$ cat config.mk
export PLATFORM = sky130hd
export DESIGN_NAME = dma_channel_arm_request_ctrl
export DESIGN_NICKNAME = d
export VERILOG_FILES = /design/src/verilog/dma_ctrl_pkg.sv /design/src/verilog/dma_channel_arm_request_ctrl.sv
export SDC_FILE = /design/constraint.sdc
export NUM_CORES = 1
export LEC_CHECK = 0
export BUFFER_PORTS_ARGS = -buffer_cell sky130_fd_sc_hd__clkbuf_2
export CAP_MARGIN = 20
export CORE_MARGIN = 2
export CORE_UTILIZATION = 40
export CTS_CLUSTER_DIAMETER = 30
export CTS_CLUSTER_SIZE = 25
export DETAILED_ROUTE_END_ITERATION = 16
export PLACE_DENSITY = 0.67
export SLEW_MARGIN = 20
export SYNTH_ARGS = -nofsm -noshare
export SYNTH_HDL_FRONTEND = slang
export SYNTH_SLANG_ARGS = --single-unit
$ cat constraint.sdc
create_clock -name sys_clk -period 6.41 [get_ports sys_clk]
set_clock_uncertainty 0.15 [all_clocks]
set_input_delay 0.3205 -clock sys_clk [delete_from_list [all_inputs] [get_ports sys_clk]]
set_output_delay 0.3205 -clock sys_clk [all_outputs]
set_load 0.01 [all_outputs]
$ cat src/verilog/dma_ctrl_pkg.sv
// Constants, field layouts and carriers for the DMA channel control front end.
// Assumes an 8-bit register bus and a byte-wide descriptor memory port.
package dma_ctrl_pkg;

	// ==========================================================
	// Register offsets and reset values
	localparam logic [7:0] OFF_SHARED_LO = 8'hD2;
	localparam logic [7:0] OFF_SHARED_HI = 8'hD3;
	localparam logic [7:0] OFF_FIRST_LO  = 8'hD4;
	localparam logic [7:0] OFF_FIRST_HI  = 8'hD5;
	localparam logic [7:0] OFF_ARM       = 8'hD6;
	localparam logic [7:0] OFF_SOFT_REQ  = 8'hD7;
	localparam logic [7:0] RST_BYTE      = 8'h00;

	// ==========================================================
	// Field positions
	localparam int ARM_ABORT_BIT  = 7;
	localparam int ARM_SPARE_LSB  = 5;
	localparam int ARM_SPARE_MSB  = 6;
	localparam int D6_WORD_BIT    = 7;
	localparam int D6_MODE_LSB    = 5;
	localparam int D7_M8_BIT      = 2;
	localparam int LEN7_MSB       = 6;

	// ==========================================================
	// Descriptor layout in memory
	localparam logic [15:0] DESC_SIZE      = 16'h0008;
	localparam logic [15:0] DESC_MODE_BYTE = 16'h0006;
	localparam logic [15:0] RST_PTR        = 16'h0000;

	// ==========================================================
	// Encodings
	localparam logic [1:0] PRIO_LOW  = 2'h0;
	localparam logic [1:0] PRIO_GUAR = 2'h1;
	localparam logic [1:0] PRIO_HIGH = 2'h2;
	localparam logic [1:0] MODE_SINGLE = 2'h0;
	localparam logic [1:0] MODE_BLOCK  = 2'h1;
	localparam logic [4:0] TRIGGER_SELECT_NONE = 5'h00;
	localparam logic [4:0] TRIGGER_SELECT_PREV = 5'h01;

	typedef enum logic [1:0] {
		F_IDLE = 2'b00,
		F_READ = 2'b01
	} fetch_state_t;

	typedef struct packed {
		logic [7:0] addr;
		logic       wr;
		logic       rd;
		logic [7:0] wdata;
	} sfr_req_t;

	typedef struct packed {
		logic       word_transfer_select;
		logic [1:0] transfer_pattern;
		logic [4:0] trigger_select;
		logic       variable_length_mode;
		logic [1:0] priority_code;
	} desc_t;

endpackage
$ cat src/verilog/dma_channel_arm_request_ctrl.sv
// Channel arm, abort, soft request and descriptor pointer logic of a
// five-channel DMA controller. Assumes a CPU on the 8-bit register bus,
// a byte memory port with an ack, and a data mover that reports grant,
// completion and arbitration attempts per channel on sys_clk.
`timescale 1ns/1ps

module dma_channel_arm_request_ctrl #(
	parameter int NCH = 5
) (
	// Clock and reset
	input  wire logic                   sys_clk,
	input  wire logic                   rst,
	// Register bus
	input  wire dma_ctrl_pkg::sfr_req_t sfr,
	output logic [7:0]                  sfr_rdata,
	// Descriptor fetch port
	output logic                        mem_rd,
	output logic [15:0]                 mem_addr,
	input  wire logic                   mem_ack,
	input  wire logic [7:0]             mem_rdata,
	// Data mover events
	input  wire logic [NCH-1:0]         hw_trigger_select,
	input  wire logic [NCH-1:0]         ch_grant,
	input  wire logic [NCH-1:0]         ch_done,
	input  wire logic [NCH-1:0]         arb_try,
	input  wire logic [NCH-1:0]         flag_clr,
	// Length byte seen by the mover
	input  wire logic [2:0]             len_ch,
	input  wire logic [7:0]             len_byte,
	// Channel state towards the mover
	output logic [NCH-1:0]              ch_arm,
	output logic [NCH-1:0]              ch_ready,
	output logic [NCH-1:0]              ch_req,
	output logic [NCH-1:0]              ch_abort,
	output logic [NCH-1:0]              ch_repeat,
	output logic [NCH-1:0]              ch_word,
	output logic [NCH-1:0]              dma_first,
	output logic [NCH-1:0]              completion_flag,
	output logic [7:0]                  var_len
);

	// ==========================================================
	// Checks
	if (NCH < 1 || NCH > 5) begin : g_bad_nch
		$error("NCH must lie between 1 and 5");
	end

	// ==========================================================
	// Functions
	// Channel 0 descriptor at the first pointer, the rest consecutive from the shared pointer
	function automatic logic [15:0] desc_base(input logic [2:0] ch,
		input logic [15:0] first, input logic [15:0] shared);
		logic [15:0] idx;
		idx = {13'h0000, ch} - 16'h0001;
		if (ch == 3'h0)
			desc_base = first;
		else
			desc_base = shared + (idx << 3);
	endfunction

	function automatic logic [7:0] length_of(input logic [7:0] b,
		input logic m8, input logic word);
		if (!word && m8)
			length_of = {1'b0, b[dma_ctrl_pkg::LEN7_MSB:0]};
		else
			length_of = b;
	endfunction

	// ==========================================================
	// State
	logic [7:0]               first_lo_r, first_hi_r;
	logic [7:0]               shared_lo_r, shared_hi_r;
	logic [1:0]               spare_r;
	logic [NCH-1:0]           arm_r, arm_nxt;
	logic [NCH-1:0]           soft_r, soft_nxt;
	logic [NCH-1:0]           pend_r, pend_nxt;
	logic [NCH-1:0]           loaded_r, loaded_nxt;
	logic [NCH-1:0]           need_r, need_nxt;
	logic [NCH-1:0]           alt_r;
	logic [NCH-1:0]           flag_r;
	logic [NCH-1:0]           abort_r, abort_nxt;
	logic [NCH-1:0]           req_r, ready_r, rep_r, word_r, first_r;
	logic [NCH-1:0]           evt;
	dma_ctrl_pkg::desc_t      desc_r [NCH];
	dma_ctrl_pkg::fetch_state_t fst_r;
	logic [2:0]               cur_r;
	logic                     idx_r, mem_rd_r;
	logic [15:0]              mem_addr_r;
	logic [7:0]               rdata_r, len_r;

	// ==========================================================
	// Decode
	wire        wr_arm    = sfr.wr && sfr.addr == dma_ctrl_pkg::OFF_ARM;
	wire        wr_req    = sfr.wr && sfr.addr == dma_ctrl_pkg::OFF_SOFT_REQ;
	wire        abort_wr  = wr_arm && sfr.wdata[dma_ctrl_pkg::ARM_ABORT_BIT];
	wire [15:0] first_ptr = {first_hi_r, first_lo_r};
	wire [15:0] shared_ptr = {shared_hi_r, shared_lo_r};
	wire        fetch_ok  = fst_r == dma_ctrl_pkg::F_READ && mem_ack;

	logic [2:0] pick;
	logic       pick_any;
	always_comb begin
		pick = 3'h0;
		pick_any = 1'b0;
		for (int i = NCH - 1; i >= 0; i--) begin
			if (need_r[i]) begin
				pick = 3'(i);
				pick_any = 1'b1;
			end
		end
	end

	// ==========================================================
	// Per-channel next state
	always_comb begin
		for (int i = 0; i < NCH; i++) begin
			// Repeated modes have the upper mode bit set
			logic rep;
			logic [4:0] tsel;
			rep = desc_r[i].transfer_pattern[1];
			tsel = desc_r[i].trigger_select;
			if (tsel == dma_ctrl_pkg::TRIGGER_SELECT_NONE)
				evt[i] = 1'b0;
			else if (tsel == dma_ctrl_pkg::TRIGGER_SELECT_PREV)
				evt[i] = (i > 0) ? ch_done[(i > 0) ? i - 1 : 0] : 1'b0;
			else
				evt[i] = hw_trigger_select[i];

			abort_nxt[i] = abort_wr && sfr.wdata[i] && arm_r[i];
			if (wr_arm) begin
				if (abort_wr)
					arm_nxt[i] = arm_r[i] && !sfr.wdata[i];
				else
					arm_nxt[i] = sfr.wdata[i];
			end else if (ch_done[i] && !rep) begin
				arm_nxt[i] = 1'b0;
			end else begin
				arm_nxt[i] = arm_r[i];
			end

			need_nxt[i] = arm_nxt[i] &&
				((need_r[i] && !(fetch_ok && idx_r && cur_r == 3'(i)))
				|| !arm_r[i]);
			loaded_nxt[i] = arm_nxt[i] && arm_r[i] && (loaded_r[i] ||
				(fetch_ok && idx_r && cur_r == 3'(i)));

			// Soft request is one trigger; grant clears it
			soft_nxt[i] = (wr_req && sfr.wdata[i]) ||
				(soft_r[i] && !ch_grant[i]);
			pend_nxt[i] = (evt[i] && arm_r[i] && loaded_r[i]) ||
				(pend_r[i] && !ch_grant[i]);
		end
	end

	// ==========================================================
	// Registers written by software
	// Pointer bytes reset to zero
	always_ff @(posedge sys_clk) begin
		if (rst) begin
			{first_lo_r, first_hi_r, shared_lo_r, shared_hi_r} <=
				{4{dma_ctrl_pkg::RST_BYTE}};
			spare_r     <= 2'h0;
		end else if (sfr.wr) begin
			case (sfr.addr)
				dma_ctrl_pkg::OFF_FIRST_LO: first_lo_r <= sfr.wdata;
				dma_ctrl_pkg::OFF_FIRST_HI: first_hi_r <= sfr.wdata;
				dma_ctrl_pkg::OFF_SHARED_LO: shared_lo_r <= sfr.wdata;
				dma_ctrl_pkg::OFF_SHARED_HI: shared_hi_r <= sfr.wdata;
				dma_ctrl_pkg::OFF_ARM: spare_r <= sfr.wdata[
					dma_ctrl_pkg::ARM_SPARE_MSB:dma_ctrl_pkg::ARM_SPARE_LSB];
				default: ;
			endcase
		end
	end

	// ==========================================================
	// Channel state
	// Arm bits reset to zero; a disarm write, an abort or a one-shot completion stops a channel
	always_ff @(posedge sys_clk) begin
		if (rst)
			{arm_r, soft_r, pend_r, need_r, loaded_r, abort_r} <= '0;
		else
			{arm_r, soft_r, pend_r, need_r, loaded_r, abort_r} <=
				{arm_nxt, soft_nxt, pend_nxt,
				need_nxt, loaded_nxt, abort_nxt};
	end

	always_ff @(posedge sys_clk) begin
		if (rst) begin
			{flag_r, alt_r} <= '0;
		end else begin
			// Completion flag, set wins over clear
			flag_r <= ch_done | (flag_r & ~flag_clr);
			alt_r  <= alt_r ^ arb_try;
		end
	end

	// ==========================================================
	// Outputs towards the mover, all registered
	always_ff @(posedge sys_clk) begin
		if (rst) begin
			{req_r, ready_r, rep_r, word_r, first_r} <= '0;
		end else begin
			for (int i = 0; i < NCH; i++) begin
				// Requests only reach the mover when armed
				req_r[i]   <= arm_nxt[i] && loaded_nxt[i] &&
					(soft_nxt[i] || pend_nxt[i]);
				ready_r[i] <= arm_nxt[i] && loaded_nxt[i];
				rep_r[i]   <= desc_r[i].transfer_pattern[1];
				word_r[i]  <= desc_r[i].word_transfer_select;
				case (desc_r[i].priority_code)
					dma_ctrl_pkg::PRIO_LOW:  first_r[i] <= 1'b0;
					dma_ctrl_pkg::PRIO_GUAR: first_r[i] <= alt_r[i];
					default:                 first_r[i] <= 1'b1;
				endcase
			end
		end
	end

	// ==========================================================
	// Descriptor fetch
	// Only bytes six and seven are kept; the rest belongs to the mover.
	always_ff @(posedge sys_clk) begin
		if (rst) begin
			fst_r      <= dma_ctrl_pkg::F_IDLE;
			{cur_r, idx_r, mem_rd_r} <= '0;
			mem_addr_r <= dma_ctrl_pkg::RST_PTR;
			for (int i = 0; i < NCH; i++)
				desc_r[i] <= '0;
		end else begin
			case (fst_r)
				dma_ctrl_pkg::F_IDLE: begin
					if (pick_any) begin
						cur_r      <= pick;
						idx_r      <= 1'b0;
						mem_rd_r   <= 1'b1;
						mem_addr_r <= desc_base(pick, first_ptr,
							shared_ptr) + dma_ctrl_pkg::DESC_MODE_BYTE;
						fst_r      <= dma_ctrl_pkg::F_READ;
					end
				end
				dma_ctrl_pkg::F_READ: begin
					if (mem_ack) begin
						if (!idx_r) begin
							desc_r[cur_r].word_transfer_select <=
								mem_rdata[dma_ctrl_pkg::D6_WORD_BIT];
							desc_r[cur_r].transfer_pattern <=
								mem_rdata[dma_ctrl_pkg::D6_MODE_LSB+:2];
							desc_r[cur_r].trigger_select <= mem_rdata[4:0];
							idx_r      <= 1'b1;
							mem_addr_r <= mem_addr_r + 16'h0001;
						end else begin
							desc_r[cur_r].variable_length_mode <=
								mem_rdata[dma_ctrl_pkg::D7_M8_BIT];
							desc_r[cur_r].priority_code <= mem_rdata[1:0];
							mem_rd_r <= 1'b0;
							fst_r    <= dma_ctrl_pkg::F_IDLE;
						end
					end
				end
				default: begin
					mem_rd_r <= 1'b0;
					fst_r    <= dma_ctrl_pkg::F_IDLE;
				end
			endcase
		end
	end

	// ==========================================================
	// Length and read data
	wire [2:0] lsel = (len_ch < 3'(NCH)) ? len_ch : 3'h0;

	always_ff @(posedge sys_clk) begin
		if (rst)
			len_r <= 8'h00;
		else
			len_r <= length_of(len_byte,
				desc_r[lsel].variable_length_mode,
				desc_r[lsel].word_transfer_select);
	end

	wire [7:0] arm_pad = {1'b0, spare_r, 5'(arm_r)};
	wire [7:0] req_pad = 8'(soft_r);

	always_ff @(posedge sys_clk) begin
		if (rst) begin
			rdata_r <= 8'h00;
		end else if (sfr.rd) begin
			case (sfr.addr)
				dma_ctrl_pkg::OFF_FIRST_LO:  rdata_r <= first_lo_r;
				dma_ctrl_pkg::OFF_FIRST_HI:  rdata_r <= first_hi_r;
				dma_ctrl_pkg::OFF_SHARED_LO: rdata_r <= shared_lo_r;
				dma_ctrl_pkg::OFF_SHARED_HI: rdata_r <= shared_hi_r;
				dma_ctrl_pkg::OFF_ARM:       rdata_r <= arm_pad;
				dma_ctrl_pkg::OFF_SOFT_REQ:  rdata_r <= req_pad;
				default:                     rdata_r <= 8'h00;
			endcase
		end
	end

	// ==========================================================
	// Port drive
	assign sfr_rdata = rdata_r;
	assign {mem_rd, mem_addr} = {mem_rd_r, mem_addr_r};
	assign {ch_arm, ch_ready, ch_req} = {arm_r, ready_r, req_r};
	assign {ch_abort, ch_repeat, ch_word} = {abort_r, rep_r, word_r};
	assign {dma_first, completion_flag} = {first_r, flag_r};
	assign var_len = len_r;

endmodule

==> flow_summary.json, run 1 <==
{
  "synth_fp_nets": 974,
  "multi_input_area_mm2": 0.00412,
  "tightest_slew_ns": 1.09,
  "start_util": 0.409,
  "rsz0062_at_grt": "false",
  "cts_buffers": 17,
  "die_h_um": 151,
  "antenna_found_initial": 0,
  "grt_pass1_wl_um": 33500,
  "gp_congestion": 0.844,
  "holdCritPathClass": "input pin to flip-flop",
  "core_mm2": 0.0210,
  "fin_cells": 1316,
  "finalSetupViolCount": 0,
  "routed_wl_um": 22000,
  "end_kind": "flip-flop",
  "cts_tree": "done",
  "ir_drop_uv": 173,
  "grt_pass1_vias": 6250,
  "grt_max_degree": 87,
  "viasPerCell": 5.31,
  "clock_latency_ns": 0.44,
  "cpMostUsedCell": "ha_1",
  "n_fill_cell": 1975,
  "maxSlewHeadroom": 0.272,
  "antenna_cells": 0,
  "min_period_over_period": 0.583,
  "synth.yosys.warnings": 0,
  "synth_area_mm2": 0.00859,
  "tns_ns": 0,
  "power_density_mw_per_mm2": 238,
  "setup.worst_path.start_class": "flip-flop",
  "crit_path_cell_trace": "nor2b_1 > o21ai_0 > ha_1 > inv_1 > ha_1 > a21oi_1 > o2111ai_1 > a311oi_1 > mux2_1 > a2111oi_2 > nand2_1 > a41oi_1 > nor3_1",
  "synth_cells": 892,
  "ant_nets": 0,
  "slowest_delay_ns": 0.48,
  "hpwl_um": 16100,
  "leakagePower_nw": 4.19,
  "first_pass_iters": 5,
  "io_buffers": 136,
  "drv_slew": 0,
  "critPathMaxFanout": 6,
  "nNetsFinal": 1110,
  "fmax_mhz": 267,
  "wl_per_cell_um": 16.7,
  "synth_top_area_cell": "dfxtp_1",
  "area_growth_pct": 19.6,
  "regArea_mm2": 0.00419,
  "route.detailed.drc": 0,
  "synth_area_leaders": "dfxtp_1 32%, edfxtp_1 17%, nor2_1 5.9%",
  "seq_area_frac_synth": 0.488,
  "dp_slack_ns": 2.72,
  "ys.flop_type": "dfxtp_1",
  "cp.required_ns": 6.58,
  "hold_viol_final": 0,
  "yosysUniqueCellTypes": 75,
  "setup_ws_ns": 2.67,
  "cts_resized": 0,
  "critPathBufInv": 1,
  "period_needed_ns": 3.74,
  "synth_edf_count": 49,
  "grt_usage": 0.192,
  "status": "completed",
  "drtIter0Drc": 538,
  "finalPower_mw": 2.45,
  "cts_sinks": 185,
  "grt.overflow.total": 0,
  "root_buffer": "clkbuf_16",
  "async_flop_share": 0,
  "htree_levels": 4,
  "cp_top_family": "compound AO/OA/AOI/OAI gates",
  "die-area_mm2": 0.0227,
  "io_pins": 138,
  "path_class": "flip-flop to flip-flop",
  "drive_above_1_share": 0.206,
  "cpMaxStageDelayCell": "a2111oi_2",
  "clock_path_buffers": 2,
  "synth.top_cell.area_share": 0.317,
  "clkTransAtPathRegs_ns": 0.07,
  "cp.arrival_ns": 3.91,
  "dp_cells": 1266,
  "ys_ff_latch": 185,
  "syn_avg_cell_area_um2": 9.63,
  "die_x_um": 151,
  "vias": 6989,
  "cap_viol_max_count": 0,
  "num_rows": 53
}
-- repair_timing --
item / in CTS / in global routing
buffers inserted: 0 / 0
endpoints found under the hold margin: 17 / 0
hold buffers: 18 / 0
endpoints found under the setup margin: 0 / 0
-- layout by cell type, fill, tap and decap left out, types with 6 or more instances in the layout --
| cell | instances |
|---|---|
| a21oi_2 | 7 |
| a221oi_1 | 9 |
| o211a_1 | 13 |
| or4_1 | 7 |
| nor3_1 | 11 |
| o21ai_0 | 30 |
| and3_1 | 9 |
| edfxtp_1 | 49 |
| nand3_1 | 20 |
| clkbuf_2 | 135 |
| nand2_1 | 44 |
| ha_1 | 16 |
| dlygate4sd3_1 | 18 |
| or2_2 | 12 |
| a21oi_1 | 48 |
| mux2i_1 | 39 |
| nor4_1 | 6 |
| o21ai_1 | 8 |
| xor2_1 | 10 |
| inv_1 | 29 |
| xnor2_1 | 10 |
| a211oi_1 | 6 |
| or3_1 | 6 |
| clkbuf_16 | 17 |
| a21boi_1 | 7 |
| dfxtp_1 | 136 |
| a22oi_1 | 20 |
| and2_1 | 49 |
| mux2_2 | 12 |
| nor2_1 | 135 |
| nor2b_1 | 15 |
-- through the flow --
stage / hold slack, ns / utilization / area (um2)
finish: 0.0108 / 0.489 / 10300
global route: 0.0326 / 0.489 / 10300
CTS: 0.00713 / 0.489 / 10300
detailed placement: 0.301 / 0.451 / 9480
global placement: 0.298 / 0.451 / 9480
floorplan: 0.280 / - / 8590
-- final timing paths --
path                                                       to  slack, ns  cells past startpoint                  startpoint
worst min-delay path            completion_flag[0]$_SDFF_PP0_       0.01                      4                 flag_clr[0]
worst max-delay path                mem_addr[14]$_SDFFE_PP0P_       2.67                     13        need_r[3]$_SDFF_PP0_
worst min register to register        dma_first[3]$_SDFF_PP0_       0.31                      2  desc_r[3][1]$_SDFFCE_PN0P_
worst max register to register      mem_addr[14]$_SDFFE_PP0P_       2.67                     13        need_r[3]$_SDFF_PP0_
-- power by group --
| group | switching, mW | internal (mW) | leakage, nW |
|---|---|---|---|
| registers | 0.00905 | 1.22 | 1.61 |
| logic | 0.0715 | 0.0478 | 2.28 |
| clock network | 0.479 | 0.623 | 0.295 |
| total | 0.559 | 1.89 | 4.19 |
-- logic make-up after synthesis --
logic type | after synthesis | synth area share
buffers and inverters | 70 | 0.0319
multiplexers | 52 | 0.0625
XOR/XNOR | 20 | 0.0204
flip-flops | 185 | 0.488
AND/OR/NAND/NOR | 344 | 0.202
AO/OA/AOI/OAI | 204 | 0.170
adder cells (fa/ha/maj) | 17 | 0.0256
-- per-layer routing --
metal / up-vias / global-route usage / share of wire
met1: 3307 / 0.284 / 0.49
met5: - / 0 / 0
met2: 186 / 0.284 / 0.44
met3: 17 / 0.0385 / 0.053
li1: 3479 / - / -
met4: 0 / 0.0514 / 0.012
-- worst register-to-register path, cell delays in order, from the launching register on --
cell,delay [ns]
dfxtp_1,0.36
nor2b_1,0.14
o21ai_0,0.40
ha_1,0.35
inv_1,0.07
ha_1,0.23
a21oi_1,0.21
o2111ai_1,0.20
a311oi_1,0.29
mux2_1,0.37
a2111oi_2,0.48
nand2_1,0.11
a41oi_1,0.20
nor3_1,0.08
-- cell type report --
cell class                      count  share of cell area
Sequential cell                   185               0.408
Timing Repair Buffer              158              0.0869
Clock inverter                     15              0.0184
Clock buffer                       17              0.0414
Tap cell                          275              0.0335
Inverter                           29              0.0106
Multi-Input combinational cell    637               0.401
-- flip-flops by register name (all words and copies together) (netlist names), 8 cells and up --
register / count
first_hi_r: 8
desc_r: 49
mem_addr: 16
shared_hi_r: 8
sfr_rdata: 8
first_lo_r: 8
shared_lo_r: 8
var_len: 8
-- synthesized netlist by cell type, types with 4 or more instances --
library cell,count
mux2i_1,39
or2_2,12
o211a_1,13
a32oi_1,5
or4_1,7
nor2b_1,15
ha_1,16
a21oi_2,7
o21ai_1,8
o21ai_0,30
o31a_1,4
nor4_1,6
inv_1,29
nand2b_1,5
o21a_1,4
clkbuf_1,34
nor3b_1,5
and2_1,49
a21boi_1,7
a21o_1,4
a21boi_0,4
a211oi_1,6
dfxtp_1,136
nand4_1,5
edfxtp_1,49
a22oi_1,20
a21oi_1,48
xor2_1,10
a221oi_1,9
or3_1,6
nor3_1,11
nor2_1,135
mux2_2,12
and3_1,9
xnor2_1,10
nand2_1,44
nand3_1,20
No activity file was read; power rests on OpenSTA's default activity.
==> inputs of run 2 (changes only) <==
==> constraint.sdc (replaced) <==
create_clock -name sys_clk -period 3.8 [get_ports sys_clk]
set_clock_uncertainty 0.15 [all_clocks]
set_input_delay 0.19 -clock sys_clk [delete_from_list [all_inputs] [get_ports sys_clk]]
set_output_delay 0.19 -clock sys_clk [all_outputs]
set_load 0.01 [all_outputs]
==> run 2 against run 1 <==
Compared with the run above: sequential share of layout area fell by 0.98 points; worst setup slack got worse by 2.5 ns; clock power rose by 53%; largest power group unchanged.
==> flow_summary.json, run 2 (synthesis results as in run 1) <==
{
  "status": "completed",
  "wl_per_cell_um": 16.9,
  "gp_congestion": 0.844,
  "setup.worst_path.start_class": "flip-flop",
  "cpMaxStageDelayCell": "dfxtp_1",
  "grt.overflow.total": 0,
  "root_buffer": "clkbuf_16",
  "clkTransAtPathRegs_ns": 0.07,
  "layout_commonest_cell": "dfxtp_1",
  "htree_levels": 4,
  "cts_sinks": 185,
  "dp_cells": 1269,
  "cts_buffers": 17,
  "end_kind": "flip-flop",
  "start_util": 0.409,
  "grt_pass1_wl_um": 35400,
  "holdCritPathClass": "input pin to flip-flop",
  "clock_path_buffers": 2,
  "design_area_mm2": 0.0105,
  "top_register": "desc_r",
  "fin_cells": 1344,
  "crit_path_cell_trace": "o21ai_0 > ha_1 > xnor2_1 > ha_1 > nor2b_4 > o31a_1 > o211a_1 > o31a_1 > o31ai_4 > nand3_2 > nor4_1 > o31ai_1",
  "cts_tree": "done",
  "nNetsFinal": 1138,
  "clock_latency_ns": 0.45,
  "die_h_um": 151,
  "final_cell_mix": "136 x dfxtp_1, 135 x nor2_1, 135 x clkbuf_2",
  "first_pass_iters": 4,
  "largest_reg_flops": 49,
  "grt_max_degree": 79,
  "min_period_over_period": 0.955,
  "critPathBufInv": 0,
  "routed_wl_um": 22700,
  "area_growth_pct": 22.6,
  "slowest_delay_ns": 0.37,
  "min_path_cells": 2,
  "place_area_mm2": 0.00951,
  "drtIter0Drc": 573,
  "hold_viol_final": 0,
  "cts_setup_buffers": 0,
  "tightest_slew_ns": 1.06,
  "cp.required_ns": 3.97,
  "power_density_mw_per_mm2": 378,
  "antenna_cells": 0,
  "cap_viol_max_count": 0,
  "grt_usage": 0.202,
  "antenna_found_initial": 0,
  "cp_top_family": "compound AO/OA/AOI/OAI gates",
  "period_needed_ns": 3.63,
  "viasPerCell": 5.34,
  "fmax_mhz": 276,
  "leakagePower_nw": 4.28,
  "path_class": "flip-flop to flip-flop",
  "crit_cells": 12,
  "reg2reg_depth": 12,
  "grt_pass1_vias": 6587,
  "finalSetupViolCount": 0,
  "die_x_um": 151,
  "drv_slew": 0,
  "io_buffers": 136,
  "rsz0062_at_grt": "false",
  "critPathMaxFanout": 6,
  "vias": 7181,
  "maxSlewHeadroom": 0.294,
  "io_pins": 138,
  "ant_nets": 0,
  "cp.arrival_ns": 3.79,
  "die-area_mm2": 0.0227,
  "ir_drop_uv": 239,
  "drive_above_1_share": 0.206,
  "hpwl_um": 16300,
  "tns_ns": 0,
  "num_rows": 53,
  "core_mm2": 0.0210,
  "route.detailed.drc": 0
}
[run 2: changes by cell type in the layout (fill, tap and decap cells not counted), moves of 2 or more]
cell,previous run,this run
clkinv_4,0,2
bufinv_16,3,0
dlygate4sd3_1,18,43
buf_4,5,8
[run 2: path summary, 6_finish.rpt]
kind                            slack [ns]                         to                  startpoint
worst max-delay path                  0.17  mem_addr[15]$_SDFFE_PP0P_        need_r[2]$_SDFF_PP0_
worst min-delay path                  0.01     ch_abort[3]$_SDFF_PP0_                      sfr[3]
worst max register to register        0.17  mem_addr[15]$_SDFFE_PP0P_        need_r[2]$_SDFF_PP0_
worst min register to register        0.31    dma_first[4]$_SDFF_PP0_  desc_r[4][1]$_SDFFCE_PN0P_
[run 2: per-stage QoR]
step,util,hold slack [ns],setup WS [ns],total power [mW]
floorplan,-,0.157,0.363,2.21
global placement,0.452,0.247,0.293,2.30
detailed placement,0.452,0.255,0.152,2.30
CTS,0.499,0.0196,0.131,4.01
global route,0.501,0.0190,0.0269,4.12
finish,0.501,0.0119,0.170,3.98
[run 2: area by class of cell]
cell class              instances  area [um2]
inverters                      29         109
flip-flops and latches        185        4190
clock inverters                15         134
repair buffers                186        1170
multi-input cells             637        4160
well taps                     275         344
clock buffers                  17         425
fillers                      1928       10500
[run 2: repair_timing]
item                       4_1_cts  5_1_grt
gates resized for setup          0        4
hold buffers                    43        0
setup endpoints to repair        0        4
hold endpoints to repair        79        0
[run 2: worst register-to-register path, delay by kind of cell (launching register included)]
family / cells / cell delay, ns
compound gates: 6 / 1.65
simple gates: 3 / 0.64
fa+ha+maj: 2 / 0.55
flops: 1 / 0.37
xor+xnor: 1 / 0.14
[run 2: power breakdown]
part | internal (mW) | switching [mW] | total (mW)
Combinational | 0.0977 | 0.126 | 0.223
Sequential | 2.06 | 0.0153 | 2.07
Clock | 0.860 | 0.824 | 1.68
Total | 3.01 | 0.965 | 3.98
[run 2: per-layer routing]
layer	global-route usage	up-vias	wire (um)
li1	-	3545	-
met1	0.294	3405	11100
met2	0.306	205	10100
met3	0.0361	26	1210
met4	0.0604	0	347
met5	0	-	0
